`src/rtl/uim_pkg.sv`:
```
package uim_pkg;
	localparam logic [7:0] UIM_PERIPH_ID = 8'h01;
	localparam logic [7:0] OFS_STATE_RESET = 8'h00;
	localparam logic [7:0] OFS_ENGINE_CTRL = 8'h04;
	localparam logic [7:0] OFS_DEV_ADDR = 8'h08;
	localparam logic [7:0] OFS_FUNC_CTRL = 8'h0c;
	localparam logic [7:0] OFS_OTG_CTRL = 8'h10;
	localparam logic [7:0] OFS_OTG_STATUS = 8'h14;
	localparam logic [7:0] OFS_SERIAL_CTRL = 8'h18;
	localparam logic [7:0] OFS_EVENT_FLAGS = 8'h1c;
	localparam logic [7:0] OFS_HOLD_SELECT = 8'h20;
	localparam logic [7:0] OFS_PORT_MASKS = 8'h24;
	localparam logic [7:0] OFS_FRAME_COUNT = 8'h28;
	localparam logic [7:0] OFS_LAST_PID = 8'h2c;
	localparam logic [7:0] OFS_LAST_EP = 8'h30;
	localparam logic [7:0] OFS_EP_MARK = 8'h34;
	localparam logic [7:0] OFS_OTG_MASK = 8'h38;
	localparam logic [7:0] OFS_POWER_SIG = 8'h3c;
	localparam logic [7:0] OFS_PHY_CTRL = 8'h40;
	// engine control field positions
	localparam int ENG_TOKEN_PROC = 0;
	localparam int ENG_TOKEN_CHECK = 1;
	localparam int ENG_LINE_DECODE = 2;
	localparam int ENG_TIMING = 4;
	localparam int ENG_POWER_SIG = 5;
	localparam int ENG_SOF_TOKEN = 6;
	localparam int ENG_ACK_MODE = 7;
	localparam logic [7:0] ENG_WRITE_MASK = 8'hf7;
	localparam logic [7:0] OTG_WRITE_MASK = 8'hdf;
	localparam logic [3:0] SERIAL_WRITE_MASK = 4'hf;
	localparam logic [4:0] FUNC_RESET = 5'h1f;
	localparam logic [3:0] SERIAL_RESET = 4'h2;
	localparam logic [31:0] PHY_WRITE_MASK = 32'h0004_3ff0;
	localparam logic [8:0] POWER_WRITE_MASK = 9'h1ff;
	// event flag positions
	localparam int FLG_TOKEN = 6;
	localparam int FLG_SE0 = 5;
	localparam int FLG_K = 4;
	localparam int FLG_J = 3;
	localparam int FLG_CRC16 = 2;
	localparam int FLG_RXACTIVE = 1;
	localparam int FLG_RXERROR = 0;
	// line state codes and packet identifiers
	localparam logic [1:0] LS_SE0 = 2'h0;
	localparam logic [1:0] LS_J = 2'h1;
	localparam logic [1:0] LS_K = 2'h2;
	localparam logic [3:0] PID_OUT = 4'h1;
	localparam logic [3:0] PID_IN = 4'h9;
	localparam logic [3:0] PID_SETUP = 4'hd;
	localparam logic [3:0] PID_SOF = 4'h5;
	localparam logic [4:0] CRC5_INIT = 5'h1f;
	localparam logic [4:0] CRC5_POLY = 5'h05;
	localparam logic [4:0] CRC5_RESIDUAL = 5'h0c;
	localparam logic [15:0] CRC16_INIT = 16'hffff;
	localparam logic [15:0] CRC16_POLY = 16'h8005;
	localparam logic [15:0] CRC16_RESIDUAL = 16'h800d;

	typedef struct packed {
		logic bvalid;
		logic idgnd;
		logic hostdis;
		logic vbusvld;
		logic sessvld;
		logic sessend;
	} uim_otg_status_t;

	typedef struct packed {
		logic extvbusind;
		logic drvvbusext;
		logic chrgvbus;
		logic dischrgvbus;
		logic dmpulldown;
		logic dppulldown;
		logic idpullup;
	} uim_otg_drive_t;

	typedef enum {RX_IDLE, RX_PID, RX_BODY} uim_rx_state_t;
endpackage

```
`src/rtl/uim_top.sv`:
```
`timescale 1ns/1ps
module uim_top
	import uim_pkg::*;
(
	input wire logic clock,
	input wire logic rst_n,
	input wire logic bus_req,
	input wire logic bus_write,
	input wire logic [7:0] bus_periph,
	input wire logic [7:0] bus_addr,
	input wire logic [31:0] bus_wdata,
	output logic bus_ack,
	output logic [31:0] bus_rdata,
	input wire logic [1:0] utmi_linestate,
	input wire logic utmi_rxactive,
	input wire logic utmi_rxvalid,
	input wire logic utmi_rxerror,
	input wire logic [7:0] utmi_rxdata,
	input wire logic utmi_rxrcv,
	input wire logic utmi_rxdm,
	input wire logic utmi_rxdp,
	input wire uim_otg_status_t utmi_otg_status,
	output logic [2:0] utmi_opmode,
	output logic utmi_termselect,
	output logic utmi_xcvrselect,
	output uim_otg_drive_t utmi_otg_drive,
	output logic utmi_txse0,
	output logic utmi_txdata,
	output logic utmi_txenable_n,
	output logic utmi_fslsserial,
	output logic [3:0] flag_port
);
	logic [7:0] engine_control, otg_control;
	logic [6:0] device_address_filter, line_event_flags, flag_hold_select;
	logic [4:0] transceiver_function_control, last_endpoint, crc5;
	logic [3:0] serial_line_control, last_packet_id, pid;
	logic [31:0] port_flag_masks, otg_flag_mask, transceiver_control, read_value;
	logic [10:0] frame_counter;
	logic [15:0] endpoint_mark, token_bits, crc16;
	logic [8:0] power_signal_control;
	// otg status 6, serial levels 3, linestate 2, rx status 3
	logic [13:0] sync1, sync2;
	logic [7:0] rxd1, rxd2;
	logic [1:0] ls, body_cnt;
	logic sel, wr, soft_clr, rxactive, rxvalid, rxerror, rxactive_d, pkt_start, pkt_end;
	logic pid_ok, is_token, is_data, token_good, crc16_bad;
	uim_otg_status_t otg_status_flags;
	logic [2:0] serial_rx;
	uim_rx_state_t rx_state;
	logic [6:0] flag_set, flag_level, flag_clear;

	function automatic logic [4:0] crc5_byte(input logic [4:0] c, input logic [7:0] d);
		logic [4:0] r;
		r = c;
		for (int i = 0; i < 8; i++) begin
			r = {r[3:0], 1'b0} ^ ((d[i] ^ r[4]) ? CRC5_POLY : 5'h00);
		end
		return r;
	endfunction

	function automatic logic [15:0] crc16_byte(input logic [15:0] c, input logic [7:0] d);
		logic [15:0] r;
		r = c;
		for (int i = 0; i < 8; i++) begin
			r = {r[14:0], 1'b0} ^ ((d[i] ^ r[15]) ? CRC16_POLY : 16'h0000);
		end
		return r;
	endfunction

	assign sel = bus_req && (bus_periph == UIM_PERIPH_ID);
	assign wr = sel && bus_write;
	assign soft_clr = wr && (bus_addr == OFS_STATE_RESET);

	// pins are asynchronous to clock, two stages before use
	always_ff @(posedge clock or negedge rst_n) begin
		if (!rst_n) begin
			sync1 <= '0;
			sync2 <= '0;
			rxd1 <= '0;
			rxd2 <= '0;
		end else begin
			sync1 <= {utmi_otg_status, utmi_rxrcv, utmi_rxdm, utmi_rxdp,
				utmi_linestate, utmi_rxactive, utmi_rxvalid, utmi_rxerror};
			sync2 <= sync1;
			rxd1 <= utmi_rxdata;
			rxd2 <= rxd1;
		end
	end
	assign rxerror = sync2[0];
	assign rxvalid = sync2[1];
	assign rxactive = sync2[2];
	assign ls = sync2[4:3];

	always_ff @(posedge clock or negedge rst_n) begin
		if (!rst_n) begin
			rxactive_d <= 1'b0;
			otg_status_flags <= '0;
			serial_rx <= '0;
		end else if (soft_clr) begin
			rxactive_d <= 1'b0;
			otg_status_flags <= '0;
			serial_rx <= '0;
		end else begin
			rxactive_d <= rxactive;
			otg_status_flags <= sync2[13:8];
			serial_rx <= sync2[7:5];
		end
	end
	assign pkt_start = rxactive && !rxactive_d;
	assign pkt_end = !rxactive && rxactive_d;

	// packet receiver: pid, then token body or data crc
	always_ff @(posedge clock or negedge rst_n) begin
		if (!rst_n) begin
			rx_state <= RX_IDLE;
			pid <= '0;
			pid_ok <= 1'b0;
			body_cnt <= '0;
			token_bits <= '0;
			crc5 <= CRC5_INIT;
			crc16 <= CRC16_INIT;
		end else if (soft_clr) begin
			rx_state <= RX_IDLE;
			pid <= '0;
			pid_ok <= 1'b0;
			body_cnt <= '0;
			token_bits <= '0;
			crc5 <= CRC5_INIT;
			crc16 <= CRC16_INIT;
		end else begin
			case (rx_state)
				RX_IDLE: begin
					if (pkt_start) begin
						rx_state <= RX_PID;
					end
				end
				RX_PID: begin
					body_cnt <= '0;
					crc5 <= CRC5_INIT;
					crc16 <= CRC16_INIT;
					if (!rxactive) begin
						rx_state <= RX_IDLE;
					end else if (rxvalid) begin
						pid <= rxd2[3:0];
						pid_ok <= (rxd2[7:4] == ~rxd2[3:0]);
						rx_state <= RX_BODY;
					end
				end
				RX_BODY: begin
					if (!rxactive) begin
						rx_state <= RX_IDLE;
					end else if (rxvalid) begin
						crc5 <= crc5_byte(crc5, rxd2);
						crc16 <= crc16_byte(crc16, rxd2);
						if (body_cnt == 2'd0) begin
							token_bits[7:0] <= rxd2;
						end else if (body_cnt == 2'd1) begin
							token_bits[15:8] <= rxd2;
						end
						if (body_cnt != 2'd3) begin
							body_cnt <= body_cnt + 2'd1;
						end
					end
				end
				default: rx_state <= RX_IDLE;
			endcase
		end
	end

	assign is_token = (pid == PID_OUT) || (pid == PID_IN) || (pid == PID_SETUP) ||
		(engine_control[ENG_SOF_TOKEN] && (pid == PID_SOF));
	assign is_data = (pid[1:0] == 2'h3);
	// address filter; a start-of-frame token carries no address
	assign token_good = pkt_end && (rx_state == RX_BODY) && is_token &&
		engine_control[ENG_TOKEN_PROC] && (body_cnt == 2'd2) &&
		(!engine_control[ENG_TOKEN_CHECK] || (pid_ok && (crc5 == CRC5_RESIDUAL))) &&
		((pid == PID_SOF) || (token_bits[6:0] == device_address_filter));
	assign crc16_bad = pkt_end && (rx_state == RX_BODY) && is_data &&
		(crc16 != CRC16_RESIDUAL);

	always_comb begin
		flag_set = '0;
		flag_set[FLG_TOKEN] = token_good;
		flag_set[FLG_SE0] = engine_control[ENG_LINE_DECODE] && (ls == LS_SE0);
		flag_set[FLG_K] = engine_control[ENG_LINE_DECODE] && (ls == LS_K);
		flag_set[FLG_J] = engine_control[ENG_LINE_DECODE] && (ls == LS_J);
		flag_set[FLG_CRC16] = crc16_bad;
		flag_set[FLG_RXACTIVE] = rxactive;
		flag_set[FLG_RXERROR] = rxerror;
		flag_level = '0;
		flag_level[FLG_RXACTIVE] = 1'b1;
		flag_level[FLG_RXERROR] = 1'b1;
		flag_clear = (wr && (bus_addr == OFS_EVENT_FLAGS)) ? bus_wdata[6:0] : 7'h00;
	end

	// set wins over a write-one clear in the same cycle; soft clear wins over set
	always_ff @(posedge clock or negedge rst_n) begin
		if (!rst_n) begin
			line_event_flags <= '0;
		end else if (soft_clr) begin
			line_event_flags <= '0;
		end else begin
			for (int i = 0; i < 7; i++) begin
				if (flag_set[i]) begin
					line_event_flags[i] <= 1'b1;
				end else if (flag_clear[i]) begin
					line_event_flags[i] <= 1'b0;
				end else if (flag_hold_select[i]) begin
					line_event_flags[i] <= line_event_flags[i];
				// normal flags follow source or clear
				end else if (flag_level[i] || pkt_start) begin
					line_event_flags[i] <= 1'b0;
				end
			end
		end
	end

	// token side effects: last pid, endpoint, frame number
	always_ff @(posedge clock or negedge rst_n) begin
		if (!rst_n) begin
			last_packet_id <= '0;
			last_endpoint <= '0;
			frame_counter <= '0;
		end else if (soft_clr) begin
			last_packet_id <= '0;
			last_endpoint <= '0;
			frame_counter <= '0;
		end else if (wr && (bus_addr == OFS_FRAME_COUNT)) begin
			frame_counter <= bus_wdata[10:0];
		end else if (token_good) begin
			last_packet_id <= pid;
			if (pid == PID_SOF) begin
				frame_counter <= token_bits[10:0];
			end else begin
				last_endpoint <= {1'b1, token_bits[10:7]};
			end
		end
	end

	always_ff @(posedge clock or negedge rst_n) begin
		if (!rst_n) begin
			engine_control <= '0;
			device_address_filter <= '0;
			transceiver_function_control <= FUNC_RESET;
			otg_control <= '0;
			serial_line_control <= SERIAL_RESET;
			flag_hold_select <= '0;
			port_flag_masks <= '0;
			endpoint_mark <= '0;
			otg_flag_mask <= '0;
			power_signal_control <= '0;
			transceiver_control <= '0;
		end else if (soft_clr) begin
			engine_control <= '0;
			device_address_filter <= '0;
			transceiver_function_control <= FUNC_RESET;
			otg_control <= '0;
			serial_line_control <= SERIAL_RESET;
			flag_hold_select <= '0;
			port_flag_masks <= '0;
			endpoint_mark <= '0;
			otg_flag_mask <= '0;
			power_signal_control <= '0;
			transceiver_control <= '0;
		end else if (wr) begin
			case (bus_addr)
				OFS_ENGINE_CTRL: engine_control <= bus_wdata[7:0] & ENG_WRITE_MASK;
				OFS_DEV_ADDR: device_address_filter <= bus_wdata[6:0];
				OFS_FUNC_CTRL: transceiver_function_control <= bus_wdata[4:0];
				OFS_OTG_CTRL: otg_control <= bus_wdata[7:0] & OTG_WRITE_MASK;
				OFS_SERIAL_CTRL: serial_line_control <= bus_wdata[3:0] & SERIAL_WRITE_MASK;
				OFS_HOLD_SELECT: flag_hold_select <= bus_wdata[6:0];
				OFS_PORT_MASKS: port_flag_masks <= bus_wdata;
				OFS_EP_MARK: endpoint_mark <= bus_wdata[15:0];
				OFS_OTG_MASK: otg_flag_mask <= bus_wdata;
				OFS_POWER_SIG: power_signal_control <= bus_wdata[8:0] & POWER_WRITE_MASK;
				OFS_PHY_CTRL: transceiver_control <= bus_wdata & PHY_WRITE_MASK;
				default: engine_control <= engine_control;
			endcase
		end
	end

	always_comb begin
		read_value = 32'h0000_0000;
		case (bus_addr)
			OFS_ENGINE_CTRL: read_value = {24'h0, engine_control};
			OFS_DEV_ADDR: read_value = {25'h0, device_address_filter};
			OFS_FUNC_CTRL: read_value = {27'h0, transceiver_function_control};
			OFS_OTG_CTRL: read_value = {24'h0, otg_control};
			OFS_OTG_STATUS: read_value = {26'h0, otg_status_flags};
			OFS_SERIAL_CTRL: read_value = {25'h0, serial_rx, serial_line_control};
			OFS_EVENT_FLAGS: read_value = {25'h0, line_event_flags};
			OFS_HOLD_SELECT: read_value = {25'h0, flag_hold_select};
			OFS_PORT_MASKS: read_value = port_flag_masks;
			OFS_FRAME_COUNT: read_value = {21'h0, frame_counter};
			OFS_LAST_PID: read_value = {28'h0, last_packet_id};
			OFS_LAST_EP: read_value = {27'h0, last_endpoint};
			OFS_EP_MARK: read_value = {16'h0, endpoint_mark};
			OFS_OTG_MASK: read_value = otg_flag_mask;
			OFS_POWER_SIG: read_value = {23'h0, power_signal_control};
			OFS_PHY_CTRL: read_value = transceiver_control;
			default: read_value = 32'h0000_0000;
		endcase
	end

	// one-cycle answer; write-only and unmapped words read zero
	always_ff @(posedge clock or negedge rst_n) begin
		if (!rst_n) begin
			bus_ack <= 1'b0;
			bus_rdata <= '0;
		end else begin
			bus_ack <= sel;
			bus_rdata <= (sel && !bus_write) ? read_value : 32'h0000_0000;
		end
	end

	// outputs straight from flops
	always_ff @(posedge clock or negedge rst_n) begin
		if (!rst_n) begin
			utmi_opmode <= FUNC_RESET[4:2];
			utmi_termselect <= 1'b1;
			utmi_xcvrselect <= 1'b1;
			utmi_otg_drive <= '0;
			utmi_txse0 <= 1'b0;
			utmi_txdata <= 1'b0;
			utmi_txenable_n <= 1'b1;
			utmi_fslsserial <= 1'b0;
			flag_port <= '0;
		end else begin
			utmi_opmode <= transceiver_function_control[4:2];
			utmi_termselect <= transceiver_function_control[1];
			utmi_xcvrselect <= transceiver_function_control[0];
			utmi_otg_drive <= {otg_control[7:6], otg_control[4:0]};
			utmi_txse0 <= serial_line_control[3];
			utmi_txdata <= serial_line_control[2];
			utmi_txenable_n <= serial_line_control[1];
			utmi_fslsserial <= serial_line_control[0];
			for (int p = 0; p < 4; p++) begin
				flag_port[p] <= |(line_event_flags & port_flag_masks[p*8 +: 7]);
			end
		end
	end

	chk_soft_clear_func: assert property (@(posedge clock) disable iff (!rst_n)
		soft_clr |=> (transceiver_function_control == FUNC_RESET) && (engine_control == 8'h00)
		##1 (utmi_opmode == 3'h7) && utmi_txenable_n) else $error("soft clear failed");
	chk_bus_answer: assert property (@(posedge clock) disable iff (!rst_n)
		sel && !bus_write && (bus_addr == OFS_DEV_ADDR) |=>
		bus_ack && (bus_rdata == {25'h0, $past(device_address_filter)}))
		else $error("read answer wrong");
	// wrong address never flags a token other than a start-of-frame
	chk_addr_filter: assert property (@(posedge clock) disable iff (!rst_n)
		token_good && (pid != PID_SOF) |-> token_bits[6:0] == device_address_filter)
		else $error("token with foreign address accepted");
	chk_opmode_drive: assert property (@(posedge clock) disable iff (!rst_n || soft_clr)
		wr && (bus_addr == OFS_FUNC_CTRL) |=> ##1 utmi_opmode == $past(bus_wdata[4:2], 2))
		else $error("opmode not driven");
	chk_token_flag: assert property (@(posedge clock) disable iff (!rst_n || soft_clr)
		token_good |=> line_event_flags[FLG_TOKEN]) else $error("token flag missed");
	chk_se0_flag: assert property (@(posedge clock) disable iff (!rst_n || soft_clr)
		engine_control[ENG_LINE_DECODE] && (ls == LS_SE0) |=> line_event_flags[FLG_SE0])
		else $error("se0 flag missed");
	chk_rxactive_follow: assert property (@(posedge clock) disable iff (!rst_n || soft_clr)
		!flag_hold_select[FLG_RXACTIVE] && !flag_clear[FLG_RXACTIVE] |=>
		line_event_flags[FLG_RXACTIVE] == $past(rxactive)) else $error("rxactive flag stale");
	// normal flag cleared at packet start
	chk_auto_clear: assert property (@(posedge clock) disable iff (!rst_n || soft_clr)
		pkt_start && !flag_hold_select[FLG_CRC16] && !flag_set[FLG_CRC16] |=>
		!line_event_flags[FLG_CRC16]) else $error("flag not cleared at packet");
	chk_hold_flag: assert property (@(posedge clock) disable iff (!rst_n || soft_clr)
		flag_hold_select[FLG_J] && line_event_flags[FLG_J] && !flag_clear[FLG_J] |=>
		line_event_flags[FLG_J]) else $error("held flag lost");
	// reserved bit of otg control reads zero
	chk_reserved_zero: assert property (@(posedge clock) disable iff (!rst_n)
		otg_control[5] == 1'b0 && engine_control[3] == 1'b0) else $error("reserved bit set");
	cov_token: cover property (@(posedge clock) disable iff (!rst_n) token_good);
	cov_crc_bad: cover property (@(posedge clock) disable iff (!rst_n) crc16_bad);
	cov_soft: cover property (@(posedge clock) disable iff (!rst_n) soft_clr);
	cov_hold: cover property (@(posedge clock) disable iff (!rst_n)
		pkt_start && flag_hold_select[FLG_J] && line_event_flags[FLG_J]);
endmodule

```
`config.mk`:
```
export PLATFORM = sky130hd
export DESIGN_NAME = uim_top
export DESIGN_NICKNAME = d
export VERILOG_FILES = /design/src/rtl/uim_pkg.sv /design/src/rtl/uim_top.sv
export SDC_FILE = /design/constraint.sdc
export NUM_CORES = 1
export LEC_CHECK = 0
export BUFFER_PORTS_ARGS = -buffer_cell sky130_fd_sc_hd__buf_2
export CORE_MARGIN = 4
export CORE_UTILIZATION = 55
export CTS_CLUSTER_SIZE = 30
export DETAILED_ROUTE_END_ITERATION = 10
export PLACE_DENSITY = 0.84
export SLEW_MARGIN = 20
export SYNTH_ARGS = -nofsm -noshare
export SYNTH_HDL_FRONTEND = slang
export SYNTH_SLANG_ARGS = --single-unit
```
`constraint.sdc`:
```
create_clock -name clock -period 2.4 [get_ports clock]
set_clock_uncertainty 0.1 [all_clocks]
set_input_delay 0.24 -clock clock [delete_from_list [all_inputs] [get_ports clock]]
set_output_delay 0.24 -clock clock [all_outputs]
set_load 0.05 [all_outputs]
```
-- After elaboration in Yosys (flattened, before gate mapping)
Index checks and enable logic that the tools add are counted.
- bits in registers: 365
- input port bits: 74
- output and inout bits: 53
- word-level logic and storage cells: 359
- add/subtract/negate cells: 1
- eq/ne operators: 50
- mux-type cells: 123
- bitwise logic cells: 37
- reductions and logical operators: 90
- operators with widths (kind ; number):
    $pmux W32 S16 ; 1
    $mux W32 ; 15
    $mux W16 ; 14
    $xor A16 B16 Y16 ; 8
    $pmux W32 S3 ; 1
    $mux W11 ; 8
    $eq A8 B6 Y1 const B ; 8
    $mux W7 ; 8
    $mux W8 ; 7
    $mux W5 ; 10
    $mux W4 ; 10
    $xor A5 B3 Y5 ; 8
    $reduce_bool A2 Y1 ; 19
    $reduce_and A2 Y1 ; 18
    $mux W3 ; 11
    $eq A32 B1 Y1 const B ; 1
    $eq A32 B2 Y1 const B ; 1
    $eq A32 B3 Y1 const B ; 1
    $eq A8 B5 Y1 const B ; 4
    $logic_not A32 Y1 ; 1
    $pmux W16 S2 ; 1
    $and A7 B7 Y7 ; 4
    $ne A4 B1 Y1 const B ; 7
    $reduce_or A7 Y1 ; 4
    35 further kinds ; 131

-- Logic depth before layout (Yosys ltp)
Gate-level depths: netlist (run 1).
- depth after elaboration: 28
- depth in mapped cells: 9
- gate-level depth less buffers: 7

-- Least setup slack after synthesis (run 1)
Ideal clock, no wire load.
- kind: reg2reg
- from: register crc5[3]
- to: register frame_counter[10]
- library setup time: 0.137 ns
- arrival: 1.781 ns
- required time: 2.163 ns
- slack: 0.382 ns
- cell stages (with the launch flop): 7
- buffers on the path: 1
- clock period less this slack: 2.018 ns
- cell sequence: dfstp_2 -> or4b_1 -> o21ai_0 -> nand4_1 -> buf_2 -> mux2i_1 -> a21oi_1
- word-level cells in the longest chain between the ends: 7
- ends and longest elaborated chain (item ; line ; RTL):
    start, declared ; uim_top.sv:35 ; logic [4:0] transceiver_function_control, last_endpoint, crc5;
    start signal, assigned ; uim_top.sv:153 ; crc5 <= crc5_byte(crc5, rxd2);
    $eq A5 B4 Y1 ; uim_top.sv:176 ; (!engine_control[ENG_TOKEN_CHECK] || (pid_ok && (crc5 == CRC5_RESIDUAL))) &&
    $logic_and A1 B1 Y1 ; uim_top.sv:176 ;
    $logic_or A1 B1 Y1 ; uim_top.sv:176 ;
    $logic_and A1 B1 Y1 ; uim_top.sv:175 ; engine_control[ENG_TOKEN_PROC] && (body_cnt == 2'd2) &&
    $logic_and A1 B1 Y1 ; uim_top.sv:176 ;
    $reduce_bool A3 Y1 (no line) ; -- ;
    $reduce_and A2 Y1 (no line) ; -- ;
    end signal, assigned ; uim_top.sv:229 ; frame_counter <= bus_wdata[10:0];
    end signal, assigned ; uim_top.sv:233 ; frame_counter <= token_bits[10:0];
    end, declared ; uim_top.sv:38 ; logic [10:0] frame_counter;
No other way between the ends.
A chain may end at the register's enable or synchronous reset.

-- Worst setup path after layout (run 1)
- from: register token_bits[0]
- to: register last_endpoint[0]
- word-level cells in the longest chain between the ends: 5
- ends and longest elaborated chain (item ; line ; RTL):
    start, declared ; uim_top.sv:39 ; logic [15:0] endpoint_mark, token_bits, crc16;
    start signal, assigned ; uim_top.sv:156 ; token_bits[7:0] <= rxd2;
    $eq A7 B7 Y1 ; uim_top.sv:177 ; ((pid == PID_SOF) || (token_bits[6:0] == device_address_filter));
    $logic_or A1 B1 Y1 ; uim_top.sv:177 ;
    $logic_and A1 B1 Y1 ; uim_top.sv:176 ;
    $reduce_bool A2 Y1 (no line) ; -- ;
    $reduce_and A3 Y1 (no line) ; -- ;
    end signal, assigned ; uim_top.sv:235 ; last_endpoint <= {1'b1, token_bits[10:7]};
    end, declared ; uim_top.sv:35 ;
No other way between the ends.

==> results.yml, run 1 <==
outcome:
  status: "finished clean"
power_and_ir_drop:
  power_switching_mw: 2.70
  vdd_ir_drop_max_uv: 600
  switching_share: 0.238
  p_total_mw: 11.3
  power_density_nw_per_um2: 694
  pwr-share-seq: 0.493
  p_int_mw: 8.64
  p_clk_frac: 0.430
  power.leakage_nw: 7.26
  comb_power_share: 0.078
floorplan:
  die_area_um2: 27200
  io_pins: 127
  die_w_um: 165
  core.rowCount: 57
  start_util: 0.558
  core_um2: 24300
  dieHeight_um: 165
final_layout:
  fillCellCount: 1775
  final_cell_mix: "dfrtp_1 (279), nand2_1 (244), a21oi_1 (138)"
  mostFrequentLayoutCell: "dfrtp_1"
  nets: 1533
  n_antenna_cell: 0
  final_area_um2: 16300
  multi_input_area_um2: 5170
  utilization: 0.672
  seqCellArea_um2: 7850
  syn2layout_area_growth_pct: 20.5
  drive_above_1_share: 0.208
detailed_routing:
  dr.pass1.iters: 10
  vias_per_cell: 6.12
  ant_nets: 0
  wl_um: 39000
  drtIter0Drc: 1532
  drc_errors: 0
  vias: 11000
  drt-wirelength-per-cell_um: 21.6
global_routing:
  grt_max_degree: 72
  antenna_found_initial: 1
  grt_pass1_wl_um: 60400
  grt.overflow.total: 0
  grt_pass1_vias: 10700
  grt_usage: 0.286
worst_setup_path:
  cp.required_ns: 2.72
  path_class: "flip-flop to flip-flop"
  r2r_slack_ns: 0.004
  reg2reg_from: "token_bits[0]"
  startpoint_type: "flip-flop"
  path_max_fanout: 7
  critPathCaptureType: "flip-flop"
  cp.arrival_ns: 2.72
  rr_worst_depth: 5
  r2r_end: "last_endpoint[0]"
  startpoint: "token_bits[0]"
placed_design:
  port_buffers: 126
  dp_hpwl_um: 25700
  place_worst_setup_slack_ns: 0.0823
  gp_congestion: 1.00
  dpl-instance-area_um2: 14700
clocking:
  numCtsBuffers: 31
  cts_root_buf: "clkbuf_16"
  post_cts_buffers: 0
  clkSinkCount: 312
  clock_latency_ns: 0.56
  cts_max_path_buffers: 3
  clk_pin_slew_ns: 0.06
  cts_tree: "yes"
  cts.htree.levels: 1
synth:
  yosysSeqAreaShare: 0.579
  syn_area_um2: 13600
  yosysWarnings: 0
  synth_top_area_frac: 0.515
  synth_ff_type: "dfrtp_1"
  synth_nets: 1351
  netlist_instances: 1273
  synth-edff-count: 0
  synth-async-reset-ratio: 1.00
  yosysUniqueCellTypes: 72
  synth_top_area_cell: "dfrtp_1"
  synth_seq_cells: 312
  yosys-top-cells-area: "dfrtp_1 (51%), nand2_1 (6.8%), dfstp_2 (6.4%)"
  synth.avg_cell_area_um2: 10.7
sta:
  setup_slack_ns: 0.00406
  setup_viol: 0
  period_minus_slack_ns: 2.40
  fmax_mhz: 417
  finalHoldViolCount: 0
  setup_tns_ns: 0
  worst_pin_slew_ns: 0.814
  slew_violations: 0
  period_share: 0.998
  relSlewSlack: 0.456
worst_hold_path:
  worst_hold_path.num_cells: 4
  min_to: "bus_ack"
  hold_path_class: "primary input to flip-flop"
  hp-start: "bus_periph[6]"
flow_run:
  cap_viol_max_count: 0
stage by stage:
| stage | instances | hold WS (ns) |
|---|---|---|
| after floorplan | 1273 | -0.156 |
| after global placement | 1689 | 0.119 |
| after detailed placement | 1689 | 0.122 |
| after CTS | 1803 | 0.0824 |
| after global routing | 1803 | 0.0996 |
| final | 1803 | 0.0947 |
final cells by class:
| type | instances | share of cell area |
|---|---|---|
| clock inverter | 19 | 0.0116 |
| timing repair buffer | 247 | 0.113 |
| tap | 324 | 0.0248 |
| clock buffer | 38 | 0.0515 |
| inverter | 10 | 0.00230 |
| multi-input combinational | 853 | 0.316 |
| sequential | 312 | 0.480 |
power groups by stage:
stage	clock (mW)	combinational [mW]	sequential, mW
after floorplan	0	0.485	5.62
after global placement	0	0.769	5.67
after detailed placement	0	0.792	5.68
after CTS	4.91	0.871	5.58
after global routing	5.12	0.962	5.60
final	4.87	0.880	5.59
layer usage:
metal	vias to the layer above	GRT usage	wire, um
met5	-	0	7
met4	2	0.0941	1510
met3	134	0.0629	4100
met2	669	0.441	17800
met1	5404	0.407	15600
li1	4820	-	-
worst max path at each step:
stage	slack [ns]	cells past startpoint	endpoint
after floorplan	0.38	6	frame_counter[10]
after global placement	0.20	7	transceiver_control[8]
after detailed placement	0.08	7	transceiver_control[13]
after CTS	0.13	5	last_endpoint[0]
after global routing	-0.11	5	last_endpoint[0]
final	0.004	5	last_endpoint[0]
state kept, by name, summed over array words and instances, names as in the netlist, 14 cells and up:
signal,flops
endpoint_mark,16
port_flag_masks,32
otg_flag_mask,32
crc16,16
sync2,14
bus_rdata,32
sync1,14
cells in the mapped netlist (all sizes together), types with 10 or more instances:
cell,instances
a22oi,54
dfstp,33
xnor2,34
a222oi,10
inv,10
clkbuf,27
nor2,76
a2bb2oi,13
nand3,20
buf,71
xor2,12
nand4,11
nand2,244
mux2i,47
o21ai,39
a31oi,18
dfrtp,279
a22o,10
a21oi,138
and2,16
critical path: stages, from the launching register on:
cell	delay, ns
dfrtp_1	0.42
xor2_1	0.18
nor4_1	0.58
a41oi_1	0.47
o31ai_1	0.40
a21oi_1	0.11
cell families after synthesis:
group / after synthesis / share of synthesized area
fa+ha+maj: 4 / 0.00369
flops: 312 / 0.579
buf+inv: 108 / 0.0421
simple gates: 426 / 0.147
compound gates: 317 / 0.147
xor+xnor: 49 / 0.0358
mux: 57 / 0.0455
timing repair:
| item | in CTS | in global routing |
|---|---|---|
| resized for setup | 0 | 3 |
| hold endpoints to repair | 249 | 0 |
| setup endpoints to repair | 0 | 8 |
| hold buffers | 57 | 0 |
(Power assumes the default switching activity.)
==> run 2, diff against run 1 <==
BUFFER_PORTS_ARGS = not set   (was -buffer_cell sky130_fd_sc_hd__buf_2)
CORE_MARGIN = 3   (was 4)
CORE_UTILIZATION = 49   (was 55)
DONT_BUFFER_PORTS = 1   (was not set)
PLACE_DENSITY = 0.73   (was 0.84)
==> run 2 against run 1 <==
The flow now finishes with violations (negative hold slack); combinational power shrank 25%; power grew 1.2%; critical endpoint is now bus_rdata[8]; worst setup slack gained 0.14 ns; largest power group unchanged.
==> results.yml, run 2 (synthesized netlist as in run 1, its figures left out) <==
detailed_routing:
  ant_nets: 0
  wl_met3_um: 3800
  drt-wirelength-per-cell_um: 21.9
  m1WireLength_um: 16100
  drc_errors: 0
  dr.pass1.iters: 5
  wl_met2_um: 16500
  highest_layer: "met5"
  vias: 10400
  drtIter0Drc: 1201
  vias_per_cell: 6.01
  wl_um: 37800
worst_setup_path:
  startpoint_type: "primary input"
  rr_worst_depth: 5
  cp.arrival_ns: 2.54
  reg2reg_from: "crc5[3]"
  path_max_fanout: 32
  max_stage_delay_ns: 0.60
  r2r_slack_ns: 0.24
  cp_top_family: "buffers and inverters"
  critPathCaptureType: "flip-flop"
  crit_chain: "dlygate4sd3_1, nor4_4, dlygate4sd3_1, and3_1, nand3_1, buf_4, a31oi_1"
  path_buf_inv: 3
  path_class: "primary input to flip-flop"
  crit_slowest_cell: "dlygate4sd3_1"
  r2r_end: "last_endpoint[2]"
  cpMostUsedCell: "dlygate4sd3_1"
  cp.required_ns: 2.68
placed_design:
  port_buffers: 0
  gp_congestion: 0.955
  place_worst_setup_slack_ns: 0.256
  dp_hpwl_um: 24500
sta:
  period_minus_slack_ns: 2.26
  rsz0062_at_grt: "no"
  finalHoldViolCount: 312
  period_share: 0.941
  fmax_mhz: 443
  relSlewSlack: 0.408
  setup_viol: 0
  slew_violations: 0
  setup_slack_ns: 0.141
  whs_ns: -0.695
  setup_tns_ns: 0
  worst_pin_slew_ns: 0.884
final_layout:
  drive_above_1_share: 0.127
  multi_input_area_um2: 5170
  reg.largest.list: "bus_rdata x32, otg_flag_mask x32, port_flag_masks x32"
  syn2layout_area_growth_pct: 16.1
  fillCellCount: 2235
  nets: 1403
  utilization: 0.581
  final_cell_mix: "dfrtp_1 (279), nand2_1 (244), a21oi_1 (138)"
  seqCellArea_um2: 7850
  mostFrequentLayoutCell: "dfrtp_1"
outcome:
  status: "finished with violations"
  violations: "negative hold slack"
floorplan:
  die_w_um: 172
  io_pins: 127
  die_area_um2: 29700
  core_um2: 27100
  dieHeight_um: 172
  start_util: 0.500
  core.rowCount: 60
clocking:
  clk_pin_slew_ns: 0.06
  cts_root_buf: "clkbuf_16"
  numCtsBuffers: 34
  cts_tree: "yes"
  post_cts_buffers: 0
  postCtsHoldBufs: 59
  cts_resized: 0
  clock_latency_ns: 0.53
  clkSinkCount: 312
  cts_max_path_buffers: 3
  cts.htree.levels: 2
power_and_ir_drop:
  p_int_mw: 8.84
  pwr-share-seq: 0.488
  power_switching_mw: 2.63
  power.leakage_nw: 6.66
  p_clk_frac: 0.454
  power_density_nw_per_um2: 729
  vdd_ir_drop_max_uv: 608
  comb_power_share: 0.058
  switching_share: 0.230
flow_run:
  cap_viol_max_count: 0
global_routing:
  antenna_found_initial: 3
  grt_pass1_vias: 10000
  grt_pass1_wl_um: 58200
  grt.overflow.total: 0
  grt_usage: 0.254
  grt_max_degree: 313
worst_hold_path:
  hold_path_class: "primary input to asynchronous set/reset pin"
-- run 2: metal layers --
metal | up-vias | track usage
li1 | 4567 | -
met1 | 5094 | 0.373
met2 | 580 | 0.370
met3 | 107 | 0.0542
met4 | 4 | 0.0968
met5 | - | 0
-- run 2: worst register-to-register path, cell delays in order, from the launching register on --
cell and delay, ns:
dfstp_2 0.55, or4b_1 0.42, o21ai_0 0.26, and3_1 0.41
nand4_1 0.19, a21oi_1 0.17
-- run 2: final cells by class --
cell class	count	share of cell area
timing repair buffer	114	0.0701
clock buffer	48	0.0618
sequential	312	0.499
clock inverter	13	0.00922
antenna	1	0.000159
multi-input combinational	853	0.328
inverter	10	0.00238
tap	372	0.0296
-- run 2: how the worst max path moves through the flow --
stage                             start           endpoint  slack, ns  cells past startpoint
after CTS                 bus_periph[6]       bus_rdata[8]       0.19                      7
after detailed placement        crc5[3]   last_endpoint[2]       0.26                      5
final                     bus_periph[6]       bus_rdata[8]       0.14                      7
after global routing            crc5[3]   last_endpoint[1]       0.06                      5
after floorplan                 crc5[3]  frame_counter[10]       0.38                      6
after global placement          crc5[3]   last_endpoint[2]       0.26                      5
-- run 2: power groups by stage --
stage                     sequential (mW)  clock [mW]  combinational, mW
after floorplan                      5.62           0              0.485
after global placement               5.68           0              0.524
after detailed placement             5.69           0              0.532
after CTS                            5.59        5.28              0.654
after global routing                 5.61        5.51              0.714
final                                5.60        5.21              0.662
-- run 2: through the flow --
| stage | hold WS, ns | total power, mW | std cells | cell area (um2) |
|---|---|---|---|---|
| finish | -0.695 | 11.5 | 1723 | 15700 |
| global route | -0.701 | 11.8 | 1722 | 15700 |
| CTS | -0.701 | 11.5 | 1722 | 15700 |
| detailed placement | -0.149 | 6.22 | 1602 | 14000 |
| global placement | -0.149 | 6.21 | 1602 | 14000 |
| floorplan | -0.156 | 6.10 | 1273 | 13600 |
